## config.mk

```make
export PLATFORM = sky130hd
export DESIGN_NAME = sysclk_select
export DESIGN_NICKNAME = d
export VERILOG_FILES = /design/src/sysclk_pkg.sv /design/src/sysclk_edge_mon.sv /design/src/sysclk_select.sv
export SDC_FILE = /design/constraint.sdc
export NUM_CORES = 1
export LEC_CHECK = 0
export BUFFER_PORTS_ARGS = -buffer_cell sky130_fd_sc_hd__buf_4
export CORE_AREA = 8 8 76 78
export DETAILED_ROUTE_END_ITERATION = 6
export DIE_AREA = 0 0 84 86
export PLACE_DENSITY = 0.78
export SETUP_SLACK_MARGIN = 0.2
export SLEW_MARGIN = 20
export SYNTH_ARGS = -nofsm -noshare
export SYNTH_HDL_FRONTEND = slang
export SYNTH_HIERARCHICAL = 1
export SYNTH_SLANG_ARGS = --single-unit
```

## constraint.sdc

```tcl
create_clock -name CLK_SYS_I -period 2.1 [get_ports CLK_SYS_I]
set_input_delay 0.315 -clock CLK_SYS_I [delete_from_list [all_inputs] [get_ports CLK_SYS_I]]
set_output_delay 0.315 -clock CLK_SYS_I [all_outputs]
set_load 0.01 [all_outputs]
```

## src/sysclk_pkg.sv

```systemverilog
// Package for the system clock select block: source codes, unlock keys, timing counts.
// Assumes a single 25 MHz system clock domain with an active-low asynchronous reset.
package sysclk_pkg;

  // ----------------------------------------------------------------
  // Clock source selection
  // ----------------------------------------------------------------
  typedef enum logic [1:0]
  {
    SYSCLK_SRC_RC   = 2'b00,
    SYSCLK_SRC_EXT  = 2'b01,
    SYSCLK_SRC_WDOG = 2'b10
  } sysclk_src_type;

  // ----------------------------------------------------------------
  // Control register layout and reset value
  // ----------------------------------------------------------------
  localparam int             CTL_W          = 8;
  localparam int             CTL_RC_EN_BIT  = 7;
  localparam int             CTL_RC_LOW_BIT = 6;
  localparam int             CTL_FAIL_EN_BIT= 5;
  localparam int             CTL_SRC_LSB    = 0;
  localparam logic [7:0]     CTL_RESET      = 8'hA0;
  localparam logic [7:0]     UNLOCK_KEY1    = 8'hE7;
  localparam logic [7:0]     UNLOCK_KEY2    = 8'h18;

  // ----------------------------------------------------------------
  // Oscillator frequencies and failure timeout
  // ----------------------------------------------------------------
  localparam int             RC_FAST_KHZ    = 5530;
  localparam int             RC_SLOW_HZ     = 32800;
  localparam int             SYS_CLK_KHZ    = 25000;
  localparam int             FAIL_TIME_US   = 100;
  localparam int             FAIL_CYCLES    = FAIL_TIME_US * SYS_CLK_KHZ / 1000;
  localparam int             SYNC_STAGES    = 2;

endpackage : sysclk_pkg

```

## src/sysclk_edge_mon.sv

```systemverilog
// Activity monitor: flags a clock source as failed when no edge is seen for a timeout.
// Assumes the monitored signal is already synchronous to CLK_SYS_I.
`timescale 1ns/1ps
module sysclk_edge_mon #(
  parameter int TIMEOUT = sysclk_pkg::FAIL_CYCLES
)(
  input  wire logic clk_i,     // System clock.
  input  wire logic reset_n_i, // Asynchronous reset, active low.
  input  wire logic ce_i,      // Clock enable.
  input  wire logic mon_i,     // Synchronised source level.
  output logic      fail_o     // Source seen stalled.
);

  typedef struct packed
  {
    logic        last;
    logic [15:0] cnt;
    logic        fail;
  } sysclk_mon_type;

  sysclk_mon_type st_r;
  sysclk_mon_type st_nxt;

  always_comb
  begin
    st_nxt      = st_r;
    st_nxt.last = mon_i;
    if (mon_i != st_r.last)
    begin
      st_nxt.cnt  = 16'h0000;
      st_nxt.fail = 1'b0;
    end
    else if (st_r.cnt == 16'(TIMEOUT - 1))
      st_nxt.fail = 1'b1;
    else
      st_nxt.cnt = st_r.cnt + 16'h0001;
  end

  always_ff @(posedge clk_i or negedge reset_n_i)
  begin
    if (!reset_n_i)
      st_r <= '0;
    else if (ce_i)
      st_r <= st_nxt;
  end

  assign fail_o = st_r.fail;

endmodule : sysclk_edge_mon

```

## src/sysclk_select.sv

```systemverilog
// Holds the osc_select_control_reg, unlock logic, failure fallback and glitch-free clock mux.
// Assumes all source clocks are sampled as synchronous inputs to CLK_SYS_I.
`timescale 1ns/1ps
module sysclk_select (
  input  wire logic       CLK_SYS_I,     // 25 MHz system clock.
  input  wire logic       RESET_N_I,     // Asynchronous reset, active low.
  input  wire logic       CE_I,          // Clock enable, freezes state when low.
  input  wire logic       WR_I,          // Control write strobe.
  input  wire logic [7:0] WDATA_I,       // Control write data.
  input  wire logic       RC_CLK_I,      // Trimmed RC oscillator output.
  input  wire logic       EXT_CLK_I,     // Clock on port_b_bit3_pin.
  input  wire logic       WDOG_CLK_I,    // Watchdog oscillator output.
  input  wire logic       WDOG_RUN_I,    // Watchdog oscillator running.
  output logic            SYS_CLK_O,     // Selected system clock.
  output logic [7:0]      CTL_O,         // Control register readback.
  output logic            UNLOCKED_O,    // Register unlocked.
  output logic            RC_EN_O,       // RC oscillator enable.
  output logic            RC_LOW_O,      // RC at 32.8 kHz when high, 5.53 MHz when low.
  output logic [1:0]      ACT_SRC_O,     // Source now driving the clock.
  output logic            FAIL_O         // Primary failure detected.
);

  // ----------------------------------------------------------------
  // State
  // ----------------------------------------------------------------
  typedef enum logic [1:0]
  {
    LK_LOCKED = 2'b00,
    LK_KEY1   = 2'b01,
    LK_OPEN   = 2'b10
  } sysclk_lock_type;

  typedef struct packed
  {
    sysclk_lock_type lock;
    logic [7:0]      ctl;
    logic [1:0]      act;
    logic            hold;
    logic            fail;
    logic            clk;
    logic [2:0]      s1;
    logic [2:0]      s2;
  } sysclk_st_type;

  sysclk_st_type st_r;
  sysclk_st_type st_nxt;
  logic          ext_fail;
  logic [1:0]    want;
  logic          mon_sel;

  // ----------------------------------------------------------------
  // Failure detection on the primary sources
  // ----------------------------------------------------------------
  sysclk_edge_mon #(
    .TIMEOUT (sysclk_pkg::FAIL_CYCLES)
  ) u_mon (
    .clk_i     (CLK_SYS_I),
    .reset_n_i (RESET_N_I),
    .ce_i      (CE_I),
    .mon_i     (mon_sel),
    .fail_o    (ext_fail)
  );

  // The RC source is watched while it drives the clock, otherwise the pin clock.
  assign mon_sel = (st_r.act == sysclk_pkg::SYSCLK_SRC_RC) ? st_r.s2[0] : st_r.s2[1];

  // ----------------------------------------------------------------
  // Unlock sequence, control register and clock switch
  // ----------------------------------------------------------------
  always_comb
  begin
    st_nxt    = st_r;
    st_nxt.s1 = {WDOG_CLK_I, EXT_CLK_I, RC_CLK_I};
    st_nxt.s2 = st_r.s1;
    case (st_r.lock)
      LK_LOCKED:
        if (WR_I && WDATA_I == sysclk_pkg::UNLOCK_KEY1)
          st_nxt.lock = LK_KEY1;
      LK_KEY1:
        if (WR_I)
          st_nxt.lock = (WDATA_I == sysclk_pkg::UNLOCK_KEY2) ? LK_OPEN : LK_LOCKED;
      LK_OPEN:
        if (WR_I)
        begin
          st_nxt.ctl  = WDATA_I;
          st_nxt.lock = LK_LOCKED;
          st_nxt.fail = 1'b0;
        end
      default:
        st_nxt.lock = LK_LOCKED;
    endcase
    // A primary stall forces the watchdog oscillator; a write to the unlocked register clears it.
    if (ext_fail && st_r.ctl[sysclk_pkg::CTL_FAIL_EN_BIT] && st_r.act != sysclk_pkg::SYSCLK_SRC_WDOG)
      st_nxt.fail = 1'b1;
    want = st_r.fail ? sysclk_pkg::SYSCLK_SRC_WDOG : st_r.ctl[1:0];
    if (want == 2'b11)
      want = sysclk_pkg::SYSCLK_SRC_RC;
    // Glitch-free switch: the high phase of the old source is allowed to finish,
    // the source changes while the output is low, and the output then stays low
    // until the new source is seen low, so neither phase is cut short unless a failure is flagged.
    // A stalled source could pin the output high, so a failure forces it low.
    if (want != st_r.act)
    begin
      if (!st_r.clk)
      begin
        st_nxt.act  = want;
        st_nxt.hold = 1'b1;
        st_nxt.clk  = 1'b0;
      end
      else if (st_r.fail)
        st_nxt.clk = 1'b0;
      else
        st_nxt.clk = st_r.s2[st_r.act];
    end
    else if (st_r.hold)
    begin
      st_nxt.clk = 1'b0;
      if (!st_r.s2[st_r.act])
        st_nxt.hold = 1'b0;
    end
    else if (st_r.clk == 1'b0 || st_r.s2[st_r.act] == 1'b0)
      st_nxt.clk = st_r.s2[st_r.act] &
                   (st_r.act != sysclk_pkg::SYSCLK_SRC_RC | st_r.ctl[sysclk_pkg::CTL_RC_EN_BIT]);
    else
      st_nxt.clk = st_r.s2[st_r.act];
  end

  // ----------------------------------------------------------------
  // State register
  // ----------------------------------------------------------------

  always_ff @(posedge CLK_SYS_I or negedge RESET_N_I)
  begin
    if (!RESET_N_I)
    begin
      st_r      <= '0;
      st_r.ctl  <= sysclk_pkg::CTL_RESET;
      st_r.lock <= LK_LOCKED;
    end
    else if (CE_I)
      st_r <= st_nxt;
  end

  // ----------------------------------------------------------------
  // Outputs
  // ----------------------------------------------------------------
  assign SYS_CLK_O  = st_r.clk;
  assign CTL_O      = st_r.ctl;
  assign UNLOCKED_O = (st_r.lock == LK_OPEN);
  assign RC_EN_O    = st_r.ctl[sysclk_pkg::CTL_RC_EN_BIT];
  assign RC_LOW_O   = st_r.ctl[sysclk_pkg::CTL_RC_LOW_BIT];
  assign ACT_SRC_O  = st_r.act;
  assign FAIL_O     = st_r.fail;

  // ----------------------------------------------------------------
  // Assertions
  // ----------------------------------------------------------------
  a_locked_write: assert property (@(posedge CLK_SYS_I) disable iff (!RESET_N_I)
    CE_I && WR_I && st_r.lock != LK_OPEN |=> $stable(CTL_O))
    else $error("control changed without unlock");
  a_relock_after: assert property (@(posedge CLK_SYS_I) disable iff (!RESET_N_I)
    CE_I && WR_I && st_r.lock == LK_OPEN |=> !UNLOCKED_O && CTL_O == $past(WDATA_I))
    else $error("no relock after write");
  a_switch_low: assert property (@(posedge CLK_SYS_I) disable iff (!RESET_N_I)
    $changed(ACT_SRC_O) |-> $past(SYS_CLK_O) == 1'b0)
    else $error("source switched while clock high");
  a_fail_wdog: assert property (@(posedge CLK_SYS_I) disable iff (!RESET_N_I)
    CE_I && FAIL_O && !WR_I |-> ##[0:4] ACT_SRC_O == sysclk_pkg::SYSCLK_SRC_WDOG)
    else $error("no fallback to watchdog");
  a_src_legal: assert property (@(posedge CLK_SYS_I) disable iff (!RESET_N_I)
    ACT_SRC_O != 2'b11)
    else $error("illegal source");
  a_rc_off_low: assert property (@(posedge CLK_SYS_I) disable iff (!RESET_N_I)
    CE_I && !RC_EN_O && ACT_SRC_O == sysclk_pkg::SYSCLK_SRC_RC && !SYS_CLK_O |=> !SYS_CLK_O)
    else $error("disabled RC drives clock");
  a_ext_follow: assert property (@(posedge CLK_SYS_I) disable iff (!RESET_N_I)
    CE_I && ACT_SRC_O == sysclk_pkg::SYSCLK_SRC_EXT && $stable(ACT_SRC_O) && !FAIL_O
    && !st_r.hold && st_r.ctl[1:0] == sysclk_pkg::SYSCLK_SRC_EXT |=> SYS_CLK_O == $past(st_r.s2[1]))
    else $error("external clock not followed");
  a_key_seq: assert property (@(posedge CLK_SYS_I) disable iff (!RESET_N_I)
    $rose(UNLOCKED_O) |-> $past(st_r.lock) == LK_KEY1 && $past(WDATA_I) == sysclk_pkg::UNLOCK_KEY2)
    else $error("unlocked without keys");
  a_hold_low: assert property (@(posedge CLK_SYS_I) disable iff (!RESET_N_I)
    CE_I && st_r.hold |=> !SYS_CLK_O)
    else $error("clock rose while waiting for new source");
  a_high_kept: assert property (@(posedge CLK_SYS_I) disable iff (!RESET_N_I)
    CE_I && SYS_CLK_O && !FAIL_O && st_r.s2[st_r.act] |=> SYS_CLK_O)
    else $error("high phase cut short");
  a_fail_set: assert property (@(posedge CLK_SYS_I) disable iff (!RESET_N_I)
    CE_I && ext_fail && CTL_O[sysclk_pkg::CTL_FAIL_EN_BIT] && ACT_SRC_O != sysclk_pkg::SYSCLK_SRC_WDOG |=> FAIL_O)
    else $error("failure not flagged");
  a_fail_sticky: assert property (@(posedge CLK_SYS_I) disable iff (!RESET_N_I)
    CE_I && FAIL_O && !(WR_I && st_r.lock == LK_OPEN) |=> FAIL_O)
    else $error("failure flag dropped");
  a_ctl_stable: assert property (@(posedge CLK_SYS_I) disable iff (!RESET_N_I)
    CE_I && !WR_I |=> $stable(CTL_O))
    else $error("control changed without write");
  a_key1_only: assert property (@(posedge CLK_SYS_I) disable iff (!RESET_N_I)
    CE_I && WR_I && st_r.lock == LK_LOCKED |=> !UNLOCKED_O)
    else $error("unlocked by one write");
  a_freeze_state: assert property (@(posedge CLK_SYS_I) disable iff (!RESET_N_I)
    !CE_I |=> $stable(SYS_CLK_O) && $stable(ACT_SRC_O) && $stable(CTL_O))
    else $error("state moved while clock enable low");

  // ----------------------------------------------------------------
  // Cover points
  // ----------------------------------------------------------------
  c_unlock: cover property (@(posedge CLK_SYS_I) $rose(UNLOCKED_O));
  c_code3: cover property (@(posedge CLK_SYS_I) ACT_SRC_O == sysclk_pkg::SYSCLK_SRC_RC && CTL_O[1:0] == 2'b11);
  c_rc_off: cover property (@(posedge CLK_SYS_I) !RC_EN_O && ACT_SRC_O == sysclk_pkg::SYSCLK_SRC_RC);
  c_to_ext: cover property (@(posedge CLK_SYS_I) ACT_SRC_O == sysclk_pkg::SYSCLK_SRC_EXT);
  c_fail: cover property (@(posedge CLK_SYS_I) $rose(FAIL_O));

endmodule : sysclk_select

```

==> run summary <==
====================================================================================
Status                                                                  finished with violations
Violations in the final reports                                          hold timing
Post-detail-place hpwl                                                  3230 microns
Setup slack of the critical path after layout                               0.302 ns
Number of maximum-capacitance constraint violations                                0
CP max-delay cell                                                       sky130_fd_sc_hd__dfrtp_1
Synthesized instance count                                                       208
Delay of the slowest cell on the worst path                                  0.42 ns
Top-area cell type share of the netlist area                                   42.5%
Cells along the critical path                                           nor2_4 -> mux2_4 -> xnor2_4 -> nand2_4 -> buf_4 -> or3_1 -> o21ai_0
Required time reported for the critical path endpoint                        2.31 ns
CTS tree                                                                        done
Antenna diode instance count                                                       0
Count of buffers from port buffering                                              29
Final setup fails                                                                  0
Hold Slack                                                                -0.0155 ns
Overall power                                                                1.95 mW
Buffer levels on the longest clock path                                            2
Remaining max-slew budget at the tightest pin                                  67.2%
Min-delay worst type                                                        in2async
Cell row count                                                                    25
Fin. max-slew vios                                                                 0
Number of antenna violations at the first check in global routing                  0
Most frequently used cell type in the post-synthesis netlist            sky130_fd_sc_hd__dfrtp_1
Leakage dissipation                                                          1.12 nW
Sequential element share of the synthesized area                               44.9%
Routability congestion estimate from global placement                          0.850
Top cells by area in the synthesized netlist                            sky130_fd_sc_hd__dfrtp_1, sky130_fd_sc_hd__mux2_2, sky130_fd_sc_hd__buf_4, sky130_fd_sc_hd__o21ai_0, sky130_fd_sc_hd__nand3_1
Fmax achieved                                                                556 MHz
Average wire per standard cell                                          16.1 microns
Cell area power density                                                  779 nW/um^2
Leading register cell type out of synthesis                             sky130_fd_sc_hd__dfrtp_1
Die span in y                                                             86 microns
Sinks on the clock net                                                            39
Drt first-iter violations                                                        123
Cell area after technology mapping                                        2180 sq um
Count of yosys warnings during synthesis                                           6
Kind of critical path                                                        reg2reg
Number of CTS-inserted buffers                                                     5
Final hold violation count                                                        18
Core Box Area                                                             4600 sq um
Share of flip-flops with an asynchronous set or reset after synthesis           100%
Crit-path max FO                                                                   8
Post-synthesis area per instance                                          10.5 sq um
Post-route minimum period                                                    1.80 ns
Vias in the first global route                                                  1671
Clock latency on the worst-skew pair                                         0.29 ns
Most instantiated cells after synthesis                                 sky130_fd_sc_hd__dfrtp_1, sky130_fd_sc_hd__mux2_2, sky130_fd_sc_hd__o21ai_0
Number of nets in the final layout                                               247
H-tree Lvls                                                                        2
Total of fill cells in the finished design                                       404
Detail Route Antenna Nets                                                          0
Overall routed net length                                               4580 microns
Library cell used as clock root buffer                                  sky130_fd_sc_hd__clkbuf_8
Number of nets in the synthesized netlist                                        225
Footprint of the multi-input gates                                        1040 sq um
Post-place setup slack                                                      0.217 ns
Synth-to-layout area growth                                                    14.8%
Launching element type of the critical path                                     flop
Floorplan die width                                                       84 microns
Setup skew after layout                                                   0.00374 ns
Final period utilization                                                       85.6%
Critical Path Sink Type                                                         flop
Worst Max-Slew Pin Slew                                                     0.493 ns
Drc violations                                                                     0
Data arrival time at the worst-slack endpoint                                2.01 ns
Detailed-route via count                                                        1652
Overall global routing resource usage                                          13.0%
Fraction of final layout cells with drive strength greater than 1              31.2%
Overall overflow remaining after global route                                      0
Count of TritonRoute iterations in the first routing pass                          6
Unrepaired setup endpoints after global routing                                false
Die area                                                                  7220 sq um
Library cell occupying the most area in the post-synthesis netlist      sky130_fd_sc_hd__dfrtp_1
Clock transition at path regs                                                0.08 ns
Count of flip-flops with a built-in enable after synthesis                         0
Drt via density                                                                 5.80
Global-route wire length before repair                                  7810 microns
Flip-flop and latch count after synthesis                                         39
Setup TNS                                                                       0 ns
Max VDD drop                                                                0.432 mV
Storage cell area                                                          980 sq um
Initial cell density of the core                                               47.4%
Distinct cell type count after synthesis                                          53
Ports placed on the boundary                                                      31
Maximum number of pins on one net before global-route repair                      40
====================================================================================
==> cells in the final DEF, fill, tap and decap left out, types with 2 or more instances in the layout <==
cell,instances
sky130_fd_sc_hd__nand2b_1,3
sky130_fd_sc_hd__o21ai_0,15
sky130_fd_sc_hd__nor4b_1,3
sky130_fd_sc_hd__o31ai_2,3
sky130_fd_sc_hd__mux2_2,15
sky130_fd_sc_hd__dfrtp_1,36
sky130_fd_sc_hd__o31ai_1,3
sky130_fd_sc_hd__and4_1,2
sky130_fd_sc_hd__nor4_1,4
sky130_fd_sc_hd__nor2b_1,2
sky130_fd_sc_hd__a31oi_1,5
sky130_fd_sc_hd__o41ai_1,3
sky130_fd_sc_hd__nor2_1,3
sky130_fd_sc_hd__nand4b_1,2
sky130_fd_sc_hd__nand4_1,6
sky130_fd_sc_hd__a21oi_1,9
sky130_fd_sc_hd__nand3_1,11
sky130_fd_sc_hd__nand2_1,12
sky130_fd_sc_hd__or2_1,2
sky130_fd_sc_hd__clkbuf_8,6
sky130_fd_sc_hd__and3_1,6
sky130_fd_sc_hd__dfstp_2,2
sky130_fd_sc_hd__o311ai_1,2
sky130_fd_sc_hd__inv_1,9
sky130_fd_sc_hd__mux2i_1,2
sky130_fd_sc_hd__nand3b_1,2
sky130_fd_sc_hd__buf_4,35
sky130_fd_sc_hd__and2_1,2
==> cell families after synthesis <==
group | after synthesis | share of synthesized area [%]
xor gates and xnor gates | 3 | 2.07
and+or+nand+nor | 67 | 18.4
muxes | 18 | 9.18
adders and majority gates | 1 | 0.574
DFF | 39 | 44.9
buffers and inverters | 29 | 7.86
AOI/OAI and AO/OA | 51 | 17.0
==> flip-flops by register name, indices dropped and copies added (netlist names) <==
name          flops
u_mon/st_r       17
CTL_O             8
st_r              6
st_nxt            3
ACT_SRC_O         2
FAIL_O            1
SYS_CLK_O         1
u_mon/fail_o      1
==> power by group <==
part           switching (mW)  total [mW]  leakage, nW  internal (mW)
Combinational           0.229       0.421        0.548          0.192
Sequential             0.0731       0.887        0.510          0.814
Clock                   0.258       0.643       0.0612          0.384
Total                   0.560        1.95         1.12           1.39
==> through the flow <==
stage / instance area, sq um / util (%) / cells / hold slack (ns)
final: 2500 / 54.4 / 285 / -0.0155
after global routing: 2500 / 54.4 / 285 / 0.0258
after CTS: 2490 / 54.3 / 284 / 0.00432
after detailed placement: 2380 / 51.7 / 276 / 0.317
after global placement: 2380 / 51.7 / 276 / 0.317
after floorplan: 2190 / - / 208 / 0.0194
==> per-layer routing <==
layer	routed length, microns	GRT usage, %	vias up
met5	0	0	-
met4	58	3.30	0
met3	216	4.27	6
met2	2290	22.2	33
met1	2020	15.1	808
li1	-	-	805
==> final cells by class <==
| cell class | count | share of cell area (%) |
|---|---|---|
| Clock inverter | 2 | 1.40 |
| Multi-Input combinational cell | 140 | 41.6 |
| Clock buffer | 6 | 3.30 |
| Timing Repair Buffer | 35 | 10.5 |
| Tap cell | 54 | 2.70 |
| Inverter | 9 | 1.35 |
| Sequential cell | 39 | 39.2 |
==> worst max-delay path: cells and delay by family, from the launching register on <==
kind | cells | cell delay, ns
muxes | 1 | 0.35
and+or+nand+nor | 3 | 0.54
xor gates and xnor gates | 1 | 0.17
buffers and inverters | 1 | 0.17
DFF | 1 | 0.42
AOI/OAI and AO/OA | 1 | 0.07
==> path summary, 6_finish.rpt <==
| check | cells after the start | start | to | slack (ns) |
|---|---|---|---|---|
| setup / recovery | 7 | ACT_SRC_O[0] | u_mon/st_r[15] | 0.30 |
| hold / removal | 1 | RESET_N_I | u_mon/st_r[10] | -0.02 |
| setup reg to reg | 7 | ACT_SRC_O[0] | u_mon/st_r[15] | 0.30 |
| hold reg to reg | 1 | CTL_O[4] | CTL_O[4] | 0.51 |
| max in group asynchronous | 1 | RESET_N_I | ACT_SRC_O[1] | 1.74 |
| min in group CLK_SYS_I | 2 | WDOG_CLK_I | st_nxt[2] | 0.26 |
==> what timing repair did <==
action                     4_1_cts  5_1_grt
setup buffers                    0        1
pin swaps                        0        1
gates resized for setup          1        0
hold buffers                     0        0
setup endpoints to repair        2        4
Note: power is estimated with default switching activity, not from simulation.
